**src/rtl/trir_pkg.sv**
```systemverilog
// constants of the thermal read-back and identification register block
// assumes one 50 MHz system clock and a synchronous active-high reset
package trir_pkg;

  // ------------------------------------------------------------
  // register pointers
  // ------------------------------------------------------------
  localparam logic [7:0] PTR_BUS_CFG = 8'h00;
  localparam logic [7:0] PTR_TEMP = 8'h05;
  localparam logic [7:0] PTR_MAKER_ID = 8'h06;
  localparam logic [7:0] PTR_PART_ID = 8'h07;

  // ------------------------------------------------------------
  // field positions
  // ------------------------------------------------------------
  localparam int TEMP_CRIT_BIT = 15;
  localparam int TEMP_ABOVE_BIT = 14;
  localparam int TEMP_BELOW_BIT = 13;
  localparam int TEMP_SIGN_BIT = 12;
  localparam int TEMP_VAL_MSB = 11;
  localparam int TEMP_VAL_LSB = 1;
  localparam int LIM_MSB = 12;
  localparam int LIM_LSB = 2;
  localparam int CFG_TMO_BIT = 7;
  localparam int CFG_ALERT_BIT = 0;

  // ------------------------------------------------------------
  // reset values and link figures
  // ------------------------------------------------------------
  localparam logic [15:0] TEMP_RESET = 16'h0000;
  localparam logic [15:0] WORD_ZERO = 16'h0000;
  localparam logic [3:0] BYTE_BITS = 4'h8;
  // arbitrary neutral identification values
  localparam logic [15:0] MAKER_ID_DEFAULT = 16'h5A5A;
  localparam logic [7:0] PART_CODE_DEFAULT = 8'h42;
  localparam logic [7:0] REV_CODE_DEFAULT = 8'h01;
  localparam logic [3:0] ADDR_HI_DEFAULT = 4'h9;

  typedef enum logic [2:0] {
    LINK_IDLE,
    LINK_ADDR,
    LINK_ADDR_ACK,
    LINK_PTR,
    LINK_RX_ACK,
    LINK_WR,
    LINK_RD,
    LINK_RD_ACK
  } trir_link_e;

endpackage

```
**src/rtl/trir_compare.sv**
```systemverilog
// limit comparison and result word capture
// assumes sample strobe and limits come from logic on the same clock
`timescale 1ns/1ns
module trir_compare
  import trir_pkg::*;
(
  input wire logic clk,
  input wire logic rst,
  input wire logic sampleValid,
  input wire logic [11:0] sampleCode,
  input wire logic [15:0] upperLimit,
  input wire logic [15:0] lowerLimit,
  input wire logic [15:0] criticalLimit,
  output logic [15:0] resultWord,
  output logic eventLevel
);

  // ------------------------------------------------------------
  // comparison in eighth-degree steps
  // ------------------------------------------------------------
  logic signed [11:0] tempS;
  logic signed [11:0] upS;
  logic signed [11:0] lowS;
  logic signed [11:0] critS;
  logic critHit;
  logic aboveHit;
  logic belowHit;
  logic [15:0] resultWord_d;
  logic eventLevel_d;

  assign upS = $signed({upperLimit[LIM_MSB:LIM_LSB], 1'b0});
  assign lowS = $signed({lowerLimit[LIM_MSB:LIM_LSB], 1'b0});
  assign critS = $signed({criticalLimit[LIM_MSB:LIM_LSB], 1'b0});
  assign tempS = $signed(sampleCode);

  always_comb begin
    critHit = (tempS >= critS);
    aboveHit = (tempS > upS);
    belowHit = (tempS < lowS);
    resultWord_d = resultWord;
    eventLevel_d = eventLevel;
    if (sampleValid) begin
      resultWord_d[TEMP_CRIT_BIT] = critHit;
      resultWord_d[TEMP_ABOVE_BIT] = aboveHit;
      resultWord_d[TEMP_BELOW_BIT] = belowHit;
      resultWord_d[TEMP_SIGN_BIT:TEMP_VAL_LSB] = sampleCode;
      resultWord_d[0] = 1'b0;
      eventLevel_d = critHit | aboveHit | belowHit;
    end
  end

  always_ff @(posedge clk) begin
    if (rst) begin
      resultWord <= TEMP_RESET;
      eventLevel <= 1'b0;
    end else begin
      resultWord <= resultWord_d;
      eventLevel <= eventLevel_d;
    end
  end

endmodule

```
**src/rtl/trir_regs.sv**
```systemverilog
// two-wire slave with temperature, identification and bus config registers
// assumes the converter, limit registers and lock bits sit on the same clock;
// the two-wire pins and address straps are asynchronous and synchronised here
`timescale 1ns/1ns
module trir_regs
  import trir_pkg::*;
#(
  parameter logic [15:0] MAKER_ID = MAKER_ID_DEFAULT,
  parameter logic [7:0] PART_CODE = PART_CODE_DEFAULT,
  parameter logic [7:0] REV_CODE = REV_CODE_DEFAULT,
  parameter logic [3:0] ADDR_HI = ADDR_HI_DEFAULT
) (
  input wire logic clk,
  input wire logic rst,
  input wire logic sclIn,
  input wire logic sdaIn,
  output logic sdaOut,
  output logic sdaOe,
  input wire logic [2:0] addrPins,
  input wire logic sampleValid,
  input wire logic [11:0] sampleCode,
  input wire logic [15:0] upperLimit,
  input wire logic [15:0] lowerLimit,
  input wire logic [15:0] criticalLimit,
  input wire logic lockCritical,
  input wire logic lockWindow,
  output logic thermalEvent,
  output logic busTimeoutDisable,
  output logic busAlertDisable
);

  // ------------------------------------------------------------
  // pin synchronisers
  // ------------------------------------------------------------
  logic [2:0] sclSync_q;
  logic [2:0] sdaSync_q;
  logic [2:0] addrS1_q;
  logic [2:0] addrS2_q;
  logic sclRise;
  logic sclFall;
  logic startSeen;
  logic stopSeen;
  logic sdaNow;

  always_ff @(posedge clk) begin
    if (rst) begin
      sclSync_q <= 3'h7;
      sdaSync_q <= 3'h7;
      addrS1_q <= 3'h0;
      addrS2_q <= 3'h0;
    end else begin
      sclSync_q <= {sclSync_q[1:0], sclIn};
      sdaSync_q <= {sdaSync_q[1:0], sdaIn};
      addrS1_q <= addrPins;
      addrS2_q <= addrS1_q;
    end
  end

  // edges look only at the second and third stages
  assign sdaNow = sdaSync_q[1];
  assign sclRise = sclSync_q[1] & ~sclSync_q[2];
  assign sclFall = ~sclSync_q[1] & sclSync_q[2];
  assign startSeen = sclSync_q[1] & sclSync_q[2] & ~sdaSync_q[1] & sdaSync_q[2];
  assign stopSeen = sclSync_q[1] & sclSync_q[2] & sdaSync_q[1] & ~sdaSync_q[2];

  // ------------------------------------------------------------
  // result capture and event
  // ------------------------------------------------------------
  logic [15:0] resultWord;
  logic eventLevel;

  trir_compare u_compare (
    .clk(clk),
    .rst(rst),
    .sampleValid(sampleValid),
    .sampleCode(sampleCode),
    .upperLimit(upperLimit),
    .lowerLimit(lowerLimit),
    .criticalLimit(criticalLimit),
    .resultWord(resultWord),
    .eventLevel(eventLevel)
  );

  // ------------------------------------------------------------
  // link engine
  // ------------------------------------------------------------
  trir_link_e state_q, state_d;
  logic [3:0] bitCnt_q, bitCnt_d;
  logic [7:0] shift_q, shift_d;
  logic [7:0] ptr_q, ptr_d;
  logic [7:0] wrHi_q, wrHi_d;
  logic [15:0] rdWord_q, rdWord_d;
  logic byteIdx_q, byteIdx_d;
  logic isRead_q, isRead_d;
  logic sdaOe_q, sdaOe_d;
  logic tmoDis_q, tmoDis_d;
  logic alertDis_q, alertDis_d;
  logic event_q;
  logic [15:0] rdMux;
  logic [15:0] wrWord;
  logic [7:0] nextByte;

  // unmapped pointers read as zero
  always_comb begin
    unique case (ptr_q)
      PTR_TEMP: rdMux = resultWord;
      PTR_MAKER_ID: rdMux = MAKER_ID;
      PTR_PART_ID: rdMux = {PART_CODE, REV_CODE};
      PTR_BUS_CFG: begin
        rdMux = WORD_ZERO;
        rdMux[CFG_TMO_BIT] = tmoDis_q;
        rdMux[CFG_ALERT_BIT] = alertDis_q;
      end
      default: rdMux = WORD_ZERO;
    endcase
  end

  assign wrWord = {wrHi_q, shift_q};

  always_comb begin
    state_d = state_q;
    bitCnt_d = bitCnt_q;
    shift_d = shift_q;
    ptr_d = ptr_q;
    wrHi_d = wrHi_q;
    rdWord_d = rdWord_q;
    byteIdx_d = byteIdx_q;
    isRead_d = isRead_q;
    sdaOe_d = sdaOe_q;
    tmoDis_d = tmoDis_q;
    alertDis_d = alertDis_q;
    nextByte = byteIdx_q ? rdWord_q[15:8] : rdWord_q[7:0];
    // host starts and stops every transfer
    if (startSeen) begin
      state_d = LINK_ADDR;
      bitCnt_d = 4'h0;
      sdaOe_d = 1'b0;
    end else if (stopSeen) begin
      state_d = LINK_IDLE;
      sdaOe_d = 1'b0;
    end else begin
      unique case (state_q)
        LINK_IDLE: sdaOe_d = 1'b0;
        LINK_ADDR, LINK_PTR, LINK_WR: begin
          if (sclRise && bitCnt_q != BYTE_BITS) begin
            shift_d = {shift_q[6:0], sdaNow};
            bitCnt_d = bitCnt_q + 4'h1;
          end else if (sclFall && bitCnt_q == BYTE_BITS) begin
            bitCnt_d = 4'h0;
            sdaOe_d = 1'b1;
            if (state_q == LINK_ADDR) begin
              // only our own address is answered
              if (shift_q[7:1] == {ADDR_HI, addrS2_q}) begin
                isRead_d = shift_q[0];
                state_d = LINK_ADDR_ACK;
              end else begin
                sdaOe_d = 1'b0;
                state_d = LINK_IDLE;
              end
            end else if (state_q == LINK_PTR) begin
              ptr_d = shift_q;
              byteIdx_d = 1'b0;
              state_d = LINK_RX_ACK;
            end else begin
              state_d = LINK_RX_ACK;
              if (!byteIdx_q) begin
                wrHi_d = shift_q;
                byteIdx_d = 1'b1;
              end else begin
                byteIdx_d = 1'b0;
                if (ptr_q == PTR_BUS_CFG && !(lockCritical || lockWindow)) begin
                  tmoDis_d = wrWord[CFG_TMO_BIT];
                  alertDis_d = wrWord[CFG_ALERT_BIT];
                end
              end
            end
          end
        end
        LINK_ADDR_ACK: begin
          if (sclFall) begin
            if (isRead_q) begin
              // word is frozen at the address ack so both bytes match
              rdWord_d = rdMux;
              byteIdx_d = 1'b1;
              sdaOe_d = ~rdMux[15];
              bitCnt_d = 4'h1;
              state_d = LINK_RD;
            end else begin
              sdaOe_d = 1'b0;
              state_d = LINK_PTR;
            end
          end
        end
        LINK_RX_ACK: begin
          if (sclFall) begin
            sdaOe_d = 1'b0;
            state_d = LINK_WR;
          end
        end
        LINK_RD: begin
          if (sclFall) begin
            if (bitCnt_q == BYTE_BITS) begin
              sdaOe_d = 1'b0;
              state_d = LINK_RD_ACK;
            end else begin
              sdaOe_d = ~nextByte[3'(4'h7 - bitCnt_q)];
              bitCnt_d = bitCnt_q + 4'h1;
            end
          end
        end
        LINK_RD_ACK: begin
          if (sclRise && sdaNow) begin
            state_d = LINK_IDLE;
          end else if (sclFall) begin
            // further bytes re-read the pointed register, high then low
            byteIdx_d = ~byteIdx_q;
            if (byteIdx_q) begin
              sdaOe_d = ~rdWord_q[7];
            end else begin
              rdWord_d = rdMux;
              sdaOe_d = ~rdMux[15];
            end
            bitCnt_d = 4'h1;
            state_d = LINK_RD;
          end
        end
      endcase
    end
  end

  always_ff @(posedge clk) begin
    if (rst) begin
      state_q <= LINK_IDLE;
      bitCnt_q <= 4'h0;
      shift_q <= 8'h00;
      ptr_q <= 8'h00;
      wrHi_q <= 8'h00;
      rdWord_q <= WORD_ZERO;
      byteIdx_q <= 1'b0;
      isRead_q <= 1'b0;
      sdaOe_q <= 1'b0;
      tmoDis_q <= 1'b0;
      alertDis_q <= 1'b0;
      event_q <= 1'b0;
    end else begin
      state_q <= state_d;
      bitCnt_q <= bitCnt_d;
      shift_q <= shift_d;
      ptr_q <= ptr_d;
      wrHi_q <= wrHi_d;
      rdWord_q <= rdWord_d;
      byteIdx_q <= byteIdx_d;
      isRead_q <= isRead_d;
      sdaOe_q <= sdaOe_d;
      tmoDis_q <= tmoDis_d;
      alertDis_q <= alertDis_d;
      event_q <= eventLevel;
    end
  end

  // ------------------------------------------------------------
  // outputs
  // ------------------------------------------------------------
  // open drain: the pad only ever pulls low
  assign sdaOut = 1'b0;
  assign sdaOe = sdaOe_q;
  assign thermalEvent = event_q;
  assign busTimeoutDisable = tmoDis_q;
  assign busAlertDisable = alertDis_q;

endmodule
```
**config.mk**
```make
export PLATFORM = sky130hd
export DESIGN_NAME = trir_regs
export DESIGN_NICKNAME = d
export VERILOG_FILES = /design/src/rtl/trir_pkg.sv /design/src/rtl/trir_compare.sv /design/src/rtl/trir_regs.sv
export SDC_FILE = /design/constraint.sdc
export NUM_CORES = 1
export LEC_CHECK = 0
export ABC_AREA = 1
export CAP_MARGIN = 20
export CORE_ASPECT_RATIO = 1.2
export CORE_MARGIN = 5
export CORE_UTILIZATION = 64
export DETAILED_ROUTE_END_ITERATION = 10
export DONT_BUFFER_PORTS = 1
export GPL_TIMING_DRIVEN = 0
export PLACE_DENSITY_LB_ADDON = 0.1
export SYNTH_ARGS = -nofsm -noshare
export SYNTH_HDL_FRONTEND = slang
export SYNTH_SLANG_ARGS = --single-unit
```
**constraint.sdc**
```tcl
create_clock -name clk -period 2.42 [get_ports clk]
set_input_delay 0.121 -clock clk [delete_from_list [all_inputs] [get_ports clk]]
set_output_delay 0.121 -clock clk [all_outputs]
set_load 0.05 [all_outputs]
```
Word-level counts from Yosys, hierarchy flattened:

Index checks and enable logic that the tools add are counted.
Widths: inputs -> output; s select.

* memories kept: 0
* latch bits: 0
* output and inout bits: 5
* word-level logic and storage cells: 162
* memory bits (writable): 0
* register bits: 73
* input port bits: 70
* ROM bits: 0

* bitwise logic cells: 22
* shift-type cells: 0
* eq/ne operators: 34
* divide/modulo/power cells: 0
* mux-type cells: 56
* reduce and logical (&&, ||, !) cells: 26
* add/sub/neg operators: 2
* multiply operators: 0
* order comparisons: 4

Operators by type and width (count)
* $mux 16: 5
* $pmux 16 s4: 1
* $mux 4: 8
* $pmux 16 s2: 1
* $mux 3: 10
* $ne 4x4->1 const B: 7
* $eq 8x3->1 const B: 3
* $mux 1: 24
* $ne 2x2->1 const B: 12
* $reduce_and 8->1: 3
* $reduce_and 7->1: 3
* $reduce_and 9->1: 2
* $pmux 4 s4: 1
* $pmux 3 s5: 1
* $not 1->1: 13
* $eq 3x3->1 const B: 4
* $ge 12x12->1: 1
* $gt 12x12->1: 1
* $lt 12x12->1: 1
* $reduce_and 10->1: 1
* $logic_not 8->1: 1
* $mux 8: 1
* $and 1x1->1: 7
* $eq 7x7->1: 1
* 25 further kinds: 32

Longest topological paths before layout:

Gate-level depths: netlist of run 1.

* word-level depth: 8
* depth in mapped cells: 13
* mapped depth without buffers: 13

Cells and area by module:

Synthesis of run 1 repeated with hierarchy kept, for this count alone.

* cell total of the unflattened synthesis: 672
* area total of the unflattened synthesis: 4448.0 um2

By module, submodules not included
* trir_regs: sequential area each 1141.1 um2, instances 1, cells each 436, area an instance 2904.0 um2
* trir_compare: sequential area each 320.3 um2, instances 1, cells each 236, area an instance 1544.0 um2

Least setup slack after synthesis of run 1:

No wires, ideal clock.

* path type: reg-to-reg
* start point: register bitCnt_q[0]
* end point: register shift_q[2]
* path slack: 655 ps
* library setup time: 120 ps
* stages on the path, launching flop included: 9
* arrival: 1645 ps
* clock period less this slack: 1765 ps
* data required time: 2300 ps
* buffers on the path: 0
* path through: dfxtp_1 > inv_1 > ha_1 > nand3_1 > nand2_1 > nor2_1 > inv_1 > o21ai_0 > a21oi_1

* cells in the longest elaborated chain, start to end: 3

Ends and longest elaborated chain
* start, declared: RTL line trir_regs.sv:88 `logic [3:0] bitCnt_q, bitCnt_d;`
* start signal, assigned: RTL line trir_regs.sv:247 `bitCnt_q <= bitCnt_d;`
* $ne 4x4->1: RTL line trir_regs.sv:145 `if (sclRise && bitCnt_q != BYTE_BITS) begin`
* $logic_and 1x1->1: RTL line trir_regs.sv:145
* $reduce_and 4->1 (no line)
* end signal, assigned: RTL line trir_regs.sv:248 `shift_q <= shift_d;`
* end, declared: RTL line trir_regs.sv:89 `logic [7:0] shift_q, shift_d;`

No other way between the ends.
A chain may end at the register's enable or synchronous reset.

Final worst setup path of run 1:

Ends and elaborated chain as after synthesis.

==> reports/results.ini, run 1 <==
[sta]
relSlewSlack_pct = 60.83
whs_ns = 0.03345
post-route-period-util_pct = 88.07
finalCriticalPeriod_ns = 2.131
fin_ws_ns = 0.2888
tns_ns = 0
max_freq_ghz = 0.4692
drv_slew = 0
final_hold_viol_count = 0
finalSetupViolCount = 0
rsz0062_at_grt = false
tightestPinTransition_ns = 0.5867
fin_skew_ns = 0.008089

[routing]
drc_errors = 0
avgRoutedWirePerCell_microns = 13.42
vias = 4087
drt_iter0_drc = 185
first_pass_iters = 4
viasPerCell = 5.371
route.antenna.remaining_nets = 0
drt-total-wl_mm = 10.21

[final_layout]
fin_util_pct = 74.11
area_growth_pct = 12.43
register_area_sq_um = 1461
drive_gt1_share_pct = 5.473
stdcell_area_sq_um = 4777
instances_no_fill = 761
n_fill_cell = 541
num-nets-final = 776
antennaDiodeCount = 0
multi_input_area_sq_um = 2286

[floorplan]
die_area_sq_um = 8375
fp-row-count = 32
die_h_microns = 99.26
core_sq_um = 6446
chipWidth_microns = 84.38
pin_count = 75
start_util_pct = 65.92

[yosys]
synth_area_per_cell_sq_um = 6.588
synth_area_sq_um = 4249
synth_top_area_share_pct = 34.39
synth_seq_cells = 73
yosysTopAreaCell = dfxtp_1
async_flop_share_pct = 0
synth_edf_count = 0
syn-instance-count = 645
syn_nets = 749
ys_types = 33
yosysSeqAreaShare_pct = 34.39
synth_area_leaders = dfxtp_1, nand2_1, ha_1, inv_1, nor2_1
yosys_most_used_dff = dfxtp_1
yosys_warnings = 0

[worst_setup_path]
r2r-start = bitCnt_q[0]
endpoint_kind = flip-flop
r2r_cells = 8
r2r_end = shift_q[2]
reg2reg_setup_slack_ns = 0.29
arrival_ns = 2.37
cp_max_fo = 10
startpoint_type = flip-flop
crit_type = reg -> reg
required_ns = 2.66

[power]
combPwrFrac_pct = 28.1
p_sw_mw = 1.241
p_leak_nw = 2.359
clockPowerShare_pct = 33.3
peakVddDrop_mv = 0.6769
p_int_mw = 2.476
p_per_area_nw_per_um2 = 778.2
power_frac_seq_pct = 38.6
switching_share_pct = 33.39
total_power_mw = 3.717

[place]
portBuffers = 0
place_area_sq_um = 4355
hpwl_mm = 7.854
place_inst = 730
dp_slack_ns = 0.1823
gp_congestion = 0.8566

[worst_hold_path]
min_to = u_compare.resultWord[2]
hold_start = sampleCode[1]
whs_path_depth = 2
hold_path.class = in -> reg

[clock_network]
path_clk_slew_ns = 0.08
cts_tree = done
clockRootBuffer = clkbuf_8
clk-insertion-delay-late_ns = 0.35
cts_buffers = 9
cts_num_sinks = 73
htree_num_levels = 3
clk_path_buf_depth = 2

[global_routing]
antenna_found_initial = 0
grt_max_degree = 13
overflow = 0
grtUsageTotal_pct = 25.30
first_global_vias = 4074
grt_pass1_wl_mm = 17.40

[job]
max-cap-violations = 0

[run_status]
status = finished clean

logic make-up after synthesis:
group	after synthesis	share of synthesized area, %
flip-flops	73	34.39
AND/OR/NAND/NOR	277	27.53
XOR/XNOR	2	0.4123
AO/OA/AOI/OAI	127	15.64
adder cells (fa/ha/maj)	34	10.01
other	1	0.08825
buffers and inverters	131	11.93
worst max-delay path by stage:
stage | endpoint | slack, ns | start
5_1_grt | ptr_q[7] | 0.06 | bitCnt_q[0]
2_1_floorplan | shift_q[2] | 0.65 | bitCnt_q[0]
3_3_place_gp | shift_q[2] | 0.18 | bitCnt_q[0]
6_report | shift_q[2] | 0.29 | bitCnt_q[0]
3_5_place_dp | shift_q[2] | 0.18 | bitCnt_q[0]
4_1_cts | shift_q[2] | 0.15 | bitCnt_q[0]
power by group through the flow:
stage                     combinational [mW]  sequential (mW)  clock [mW]
after floorplan                        0.803             1.43           0
after global placement                 0.979             1.46           0
after detailed placement                1.00             1.46           0
after CTS                               1.04             1.43        1.24
after global routing                    1.20             1.45        1.30
final                                   1.04             1.44        1.24
worst max-delay path, cell delays in order (launching register included):
cell and delay (ns):
dfxtp_1 0.50, inv_1 0.18, ha_1 0.24, nand3_1 0.17, nand2_1 0.18, nor2_2 0.31
inv_1 0.20, o21ai_0 0.19, a21oi_1 0.06
cells in the final DEF (no fill, tap or decap), drive strengths merged, types with 5 or more instances in the layout:
cell type and n:
nand3 35, nand4 9, clkbuf 22, ha 34, dlygate4sd3 16, dfxtp 73, nor2 84, nor3 5
inv 114, o21ai 62, a21oi 56, nand2 135
cell usage after synthesis, types with 2 or more instances:
cell      instances
a21o_1            3
buf_4             4
inv_1           111
dfxtp_1          73
nand3_2           2
inv_2             3
nor3_1            4
o21ai_0          59
o211ai_1          3
or2_2             4
nand2_2           4
a21oi_1          55
nor4_1            2
nand3_1          33
and2_1            2
o21ai_1           2
nor2_1           83
nand4_1           9
ha_1             34
clkbuf_1         12
nand2_1         131
final cells by class:
| cell class | count | area share, % |
|---|---|---|
| plain buffers | 16 | 1.572 |
| clock buffers | 10 | 2.672 |
| clock inverters | 5 | 2.698 |
| inverters | 115 | 9.036 |
| multi-input cells | 441 | 47.85 |
| flip-flops and latches | 73 | 30.59 |
| well taps | 85 | 2.226 |
| repair buffers | 16 | 3.353 |
timing repair:
| item | CTS | global route |
|---|---|---|
| hold buffers | 16 | 0 |
| endpoints found under the hold margin | 16 | 0 |
| setup endpoints to repair | 0 | 9 |
| resized for setup | 0 | 2 |
| setup buffers | 0 | 0 |
metal layers:
| layer | global-route usage (%) | share of wire, % | vias to the layer above |
|---|---|---|---|
| met4 | 14.37 | 4.4 | 0 |
| li1 | - | - | 2106 |
| met2 | 47.63 | 52 | 107 |
| met1 | 26.13 | 39 | 1836 |
| met3 | 4.391 | 4.6 | 38 |
| met5 | 0 | 0 | - |
registers in the layout (all words and copies together), names as in the netlist:
| register | cells |
|---|---|
| addrS1_q | 3 |
| addrS2_q | 3 |
| bitCnt_q | 4 |
| busAlertDisable | 1 |
| busTimeoutDisable | 1 |
| byteIdx_q | 1 |
| isRead_q | 1 |
| ptr_q | 8 |
| rdWord_q | 16 |
| sclSync_q | 3 |
| sdaOe | 1 |
| sdaSync_q | 3 |
| shift_q | 8 |
| state_q | 3 |
| thermalEvent | 1 |
| u_compare.eventLevel | 1 |
| u_compare.resultWord | 15 |
No activity file was read; power rests on OpenSTA's default activity.
==> run 2, diff against run 1 <==
==> constraint.sdc (replaced) <==
create_clock -name clk -period 2.1 [get_ports clk]
set_input_delay 0.105 -clock clk [delete_from_list [all_inputs] [get_ports clk]]
set_output_delay 0.105 -clock clk [all_outputs]
set_load 0.05 [all_outputs]
==> run 2 against run 1 <==
Clock skew down 0.00097 ns. Utilization up 0.27 points. Register-to-register slack worse by 0.06 ns. Die area unchanged. Wire length up 0.32%. Via count up 0.56%. Fmax up 14%. Worst setup slack worse by 0.065 ns.
==> reports/results.ini, run 2 (synthesis results as in run 1) <==
[routing]
first_pass_iters = 4
drt-total-wl_mm = 10.25
vias = 4110
avgRoutedWirePerCell_microns = 13.46
route.antenna.remaining_nets = 0
viasPerCell = 5.401
drc_errors = 0
drt_iter0_drc = 191

[sta]
tightestPinTransition_ns = 0.5884
final_hold_viol_count = 0
fin_skew_ns = 0.007122
post-route-period-util_pct = 89.34
fin_ws_ns = 0.2239
max_freq_ghz = 0.5330
drv_slew = 0
relSlewSlack_pct = 60.72
whs_ns = 0.01599
finalSetupViolCount = 0
rsz0062_at_grt = false
finalCriticalPeriod_ns = 1.876

[clock_network]
clockRootBuffer = clkbuf_8
cts_tree = done
clk-insertion-delay-late_ns = 0.35
clk_path_buf_depth = 2
cts_buffers = 9
htree_num_levels = 3
cts_num_sinks = 73
path_clk_slew_ns = 0.07

[global_routing]
first_global_vias = 4075
grt_pass1_wl_mm = 17.43
overflow = 0
grt_max_degree = 13
antenna_found_initial = 0
grtUsageTotal_pct = 25.33

[final_layout]
reg_top3 = rdWord_q x16, u_compare.resultWord x15
area_growth_pct = 12.84
drive_gt1_share_pct = 6.065
fin_util_pct = 74.38
antennaDiodeCount = 0
largest_register_ffs = 16
final_common_cell = nand2_1
num-nets-final = 776
top_register = rdWord_q
mostFrequentLayoutCells = nand2_1, inv_1, nor2_1
instances_no_fill = 761

[floorplan]
start_util_pct = 65.92
die_area_sq_um = 8375
chipWidth_microns = 84.38
fp-row-count = 32
pin_count = 75
die_h_microns = 99.26
core_sq_um = 6446

[place]
portBuffers = 0
hpwl_mm = 7.854
dp_slack_ns = -0.1377
place_inst = 730
gp_congestion = 0.8566

[job]
max-cap-violations = 0

[power]
peakVddDrop_mv = 0.7645
p_per_area_nw_per_um2 = 895.2
p_leak_nw = 2.362

[worst_setup_path]
arrival_ns = 2.11
endpoint_kind = flip-flop
crit_type = reg -> reg
startpoint_type = flip-flop
required_ns = 2.33
cp_max_fo = 8

[worst_hold_path]
hold_path.class = in -> reg

[run_status]
status = finished clean

[run 2: cell count changes in the layout (fill, tap and decap cells not counted), sizes merged]
cell    delta
clkbuf     -1
buf        +1
[run 2: cell type report]
type / instances / area [sq um]
Clock buffer: 10 / 127.6
Multi-Input combinational cell: 441 / 2301
Inverter: 115 / 431.7
Sequential cell: 73 / 1463
Tap cell: 85 / 106.4
Clock inverter: 5 / 128.9
Buffer: 16 / 76.32
Timing Repair Buffer: 16 / 160.2
Fill cell: 537 / 1652
[run 2: path summary, 6_finish.rpt]
| check | from | end | slack [ns] | depth (start not counted) |
|---|---|---|---|---|
| max | bitCnt_q[0] | state_q[2] | 0.22 | 9 |
| min | sampleCode[1] | u_compare.resultWord[2] | 0.02 | 2 |
| max reg2reg | bitCnt_q[0] | state_q[2] | 0.22 | 9 |
| min reg2reg | addrS1_q[0] | addrS2_q[0] | 0.41 | 2 |
[run 2: metal layers]
layer	wire length, microns	share of wire, %	GRT usage (%)
met3	453	4.4	4.308
met5	0	0	0
met2	5285	52	47.81
met1	4053	40	26.13
met4	453	4.4	14.37
[run 2: power breakdown]
| part | switching, mW | internal, mW |
|---|---|---|
| logic | 0.789 | 0.425 |
| clock network | 0.517 | 0.905 |
| registers | 0.130 | 1.53 |
| total | 1.44 | 2.86 |
[run 2: critical path: stages (launching register included)]
cell and delay, ns:
dfxtp_2 0.38, inv_2 0.12, ha_1 0.18, nand3_2 0.14
nor2_4 0.16, nor2_1 0.10, nor2_1 0.16, nand4_1 0.25
o21ai_0 0.23, a21oi_1 0.06
[run 2: timing repair]
item / CTS / global route
setup buffers: 0 / 0
pin swaps: 0 / 1
resized for setup: 3 / 8
endpoints found under the setup margin: 11 / 22
gates cloned: 0 / 0
endpoints found under the hold margin: 16 / 0
hold buffers: 16 / 0
[run 2: stage by stage]
step,TNS [ns],power [mW],cell area (sq um)
floorplan,0,2.577,4249
global placement,-0.5017,2.809,4355
detailed placement,-0.6068,2.840,4355
CTS,0,4.287,4782
global route,0,4.563,4795
finish,0,4.292,4795
==> run 3, diff against run 2 <==
--- a/config.mk
+++ b/config.mk
@@ -5,7 +5,6 @@
 export SDC_FILE = /design/constraint.sdc
 export NUM_CORES = 1
 export LEC_CHECK = 0
-export ABC_AREA = 1
 export CAP_MARGIN = 20
 export CORE_ASPECT_RATIO = 1.2
 export CORE_MARGIN = 5
==> run 3 against run 2 <==
The flow now finishes with violations (design-rule violations). Power down 33%. Flip-flop and latch count is the same. Clock power down 20%. Critical path depth shrank 5. Register-to-register slack lost 0.19 ns. Critical path type unchanged.
==> reports/results.ini, run 3 <==
[run_status]
status = complete, but fails checks
violations = design-rule violations

[yosys]
syn_nets = 597
yosys_most_used_dff = dfxtp_1
synth_area_leaders = dfxtp_1, ha_1, mux2i_1, a21oi_1, nor2_1
yosys-top-cells-count = dfxtp_1, nor2_1, nand2_1, a21oi_1, inv_1
synthMostInstantiatedCell = dfxtp_1
synth_seq_cells = 73
async_flop_share_pct = 0
yosys_warnings = 0
syn-instance-count = 493
synth_edf_count = 0
yosysSeqAreaShare_pct = 35.63
yosysTopAreaCell = dfxtp_1
synth_top_area_share_pct = 35.63
ys_types = 54
synth_area_sq_um = 4101
synth_area_per_cell_sq_um = 8.319

[power]
p_per_area_nw_per_um2 = 607.0
p_leak_nw = 1.980
peakVddDrop_mv = 0.3341

[place]
place_inst = 578
portBuffers = 0
place_area_sq_um = 4214
hpwl_mm = 7.405
gp_congestion = 0.9385

[final_layout]
drive_gt1_share_pct = 12.92
fin_util_pct = 75.44
reg_top3 = rdWord_q x16, u_compare.resultWord x15
mostFrequentLayoutCells = dfxtp_1, nor2_1, nand2_1
stdcell_area_sq_um = 4772
antennaDiodeCount = 0
num-nets-final = 634
instances_no_fill = 619
largest_register_ffs = 16
top_register = rdWord_q
final_common_cell = dfxtp_1
area_growth_pct = 16.35

[clock_network]
clk_path_buf_depth = 2
cts_buffers = 9
cts_tree = done
cts_num_sinks = 73
clk-insertion-delay-late_ns = 0.35
path_clk_slew_ns = 0.08
htree_num_levels = 3
clockRootBuffer = clkbuf_8

[worst_setup_path]
slowest_stage = mux4_2
crit_top_cell = mux4_2
reg2reg_setup_slack_ns = 0.03
startpoint_type = flip-flop
cp_top_family = multiplexers
crit_type = reg -> reg
required_ns = 2.38
crit_buf_inv = 0
arrival_ns = 2.35
cp_max_fo = 7
endpoint_kind = flip-flop
r2r_cells = 4
cpPeakStageDelay_ns = 0.51
path_cells = mux4_2 -> mux4_2 -> or4_4 -> a31oi_1
r2r-start = bitCnt_q[0]
r2r_end = sdaOe

[global_routing]
grt_max_degree = 13
overflow = 0
grt_pass1_wl_mm = 16.87
grtUsageTotal_pct = 25.44
first_global_vias = 3634
antenna_found_initial = 0

[floorplan]
core_sq_um = 6326
pin_count = 75
die_h_microns = 97.70
die_area_sq_um = 8117
start_util_pct = 64.83
fp-row-count = 32
chipWidth_microns = 83.08

[sta]
finalCriticalPeriod_ns = 2.067
fin_skew_ns = 0.008775
finalSetupViolCount = 0
max_freq_ghz = 0.4839
final_hold_viol_count = 0
whs_ns = 0.1270
post-route-period-util_pct = 98.41
tightestPinTransition_ns = 0.6608
relSlewSlack_pct = 55.94
drv_slew = 0
rsz0062_at_grt = true

[routing]
drt-total-wl_mm = 10.56
route.antenna.remaining_nets = 0
viasPerCell = 5.982
drc_errors = 1
drt_iter0_drc = 198
first_pass_iters = 8
vias = 3703
avgRoutedWirePerCell_microns = 17.06

[job]
max-cap-violations = 0

[worst_hold_path]
min_to = u_compare.resultWord[13]
hold_path.class = in -> reg
whs_path_depth = 3
hold_start = sampleValid

## run 3: cell types whose count changed after synthesis, sizes merged, moves of 14 or more
cell / previous run / this run
inv: 114 / 40
a21oi: 56 / 42
nand2: 135 / 45
o21ai: 62 / 11
nor2: 84 / 55
mux2i: 0 / 26
## run 3: cell families (layout without fill, tap and decap cells)
kind of cell,after synthesis,in the layout,share of synthesized area (%)
buf+inv,66,107,6.650
fa+ha+maj,34,34,10.37
simple gates,186,186,22.21
flops,73,73,35.63
other cells,1,1,0.09143
mux,31,31,9.274
compound gates,97,97,14.70
xor+xnor,5,5,1.068
## run 3: how the worst max path moves through the flow
stage,from,endpoint,cells after the start
detailed placement,bitCnt_q[0],bitCnt_q[1],9
finish,bitCnt_q[0],sdaOe,4
global placement,bitCnt_q[0],bitCnt_q[1],9
CTS,state_q[2],rdWord_q[9],8
floorplan,bitCnt_q[0],bitCnt_q[1],9
global route,bitCnt_q[0],state_q[1],9
## run 3: area by class of cell
type / count / area (sq um)
Clock inverter: 4 / 51.30
Tap cell: 85 / 106.4
Timing Repair Buffer: 30 / 270.3
Multi-Input combinational cell: 354 / 2460
Clock buffer: 11 / 151.4
Fill cell: 498 / 1554
Buffer: 22 / 112.6
Sequential cell: 73 / 1468
Inverter: 40 / 152.6
## run 3: repair_timing
item	in CTS	in global routing
setup buffers	7	5
endpoints found under the setup margin	38	31
pin swaps	3	5
hold buffers	18	0
resized for setup	14	22
endpoints found under the hold margin	24	0
## run 3: routing by layer
layer | GRT usage, % | share of wire (%) | up-vias | wire [microns]
li1 | - | - | 1797 | -
met1 | 27.74 | 37 | 1726 | 3916
met2 | 45.93 | 53 | 144 | 5544
met3 | 4.411 | 5.3 | 36 | 563
met4 | 14.34 | 5.1 | 0 | 535
met5 | 0 | 0 | - | 0
## run 3: per-stage QoR
stage          total power [mW]  worst slack [ns]  TNS (ns)
2_1_floorplan             1.683           0.02923         0
3_3_place_gp              1.731           -0.2570    -4.289
3_5_place_dp              1.746           -0.2789    -5.758
4_1_cts                   2.889        0.00004752         0
5_1_grt                   3.010          -0.06569  -0.09877
6_report                  2.897           0.03346         0
## run 3: worst register-to-register path, stage by stage (launching register included)
cell and delay [ns]:
dfxtp_4 0.42, mux4_2 0.51, mux4_2 0.47, or4_4 0.43, a31oi_1 0.16
## run 3: power by group
part,switching (mW),internal [mW],leakage [nW]
Sequential,0.0261,1.41,0.596
Clock,0.527,0.609,0.102
Combinational,0.175,0.145,1.28
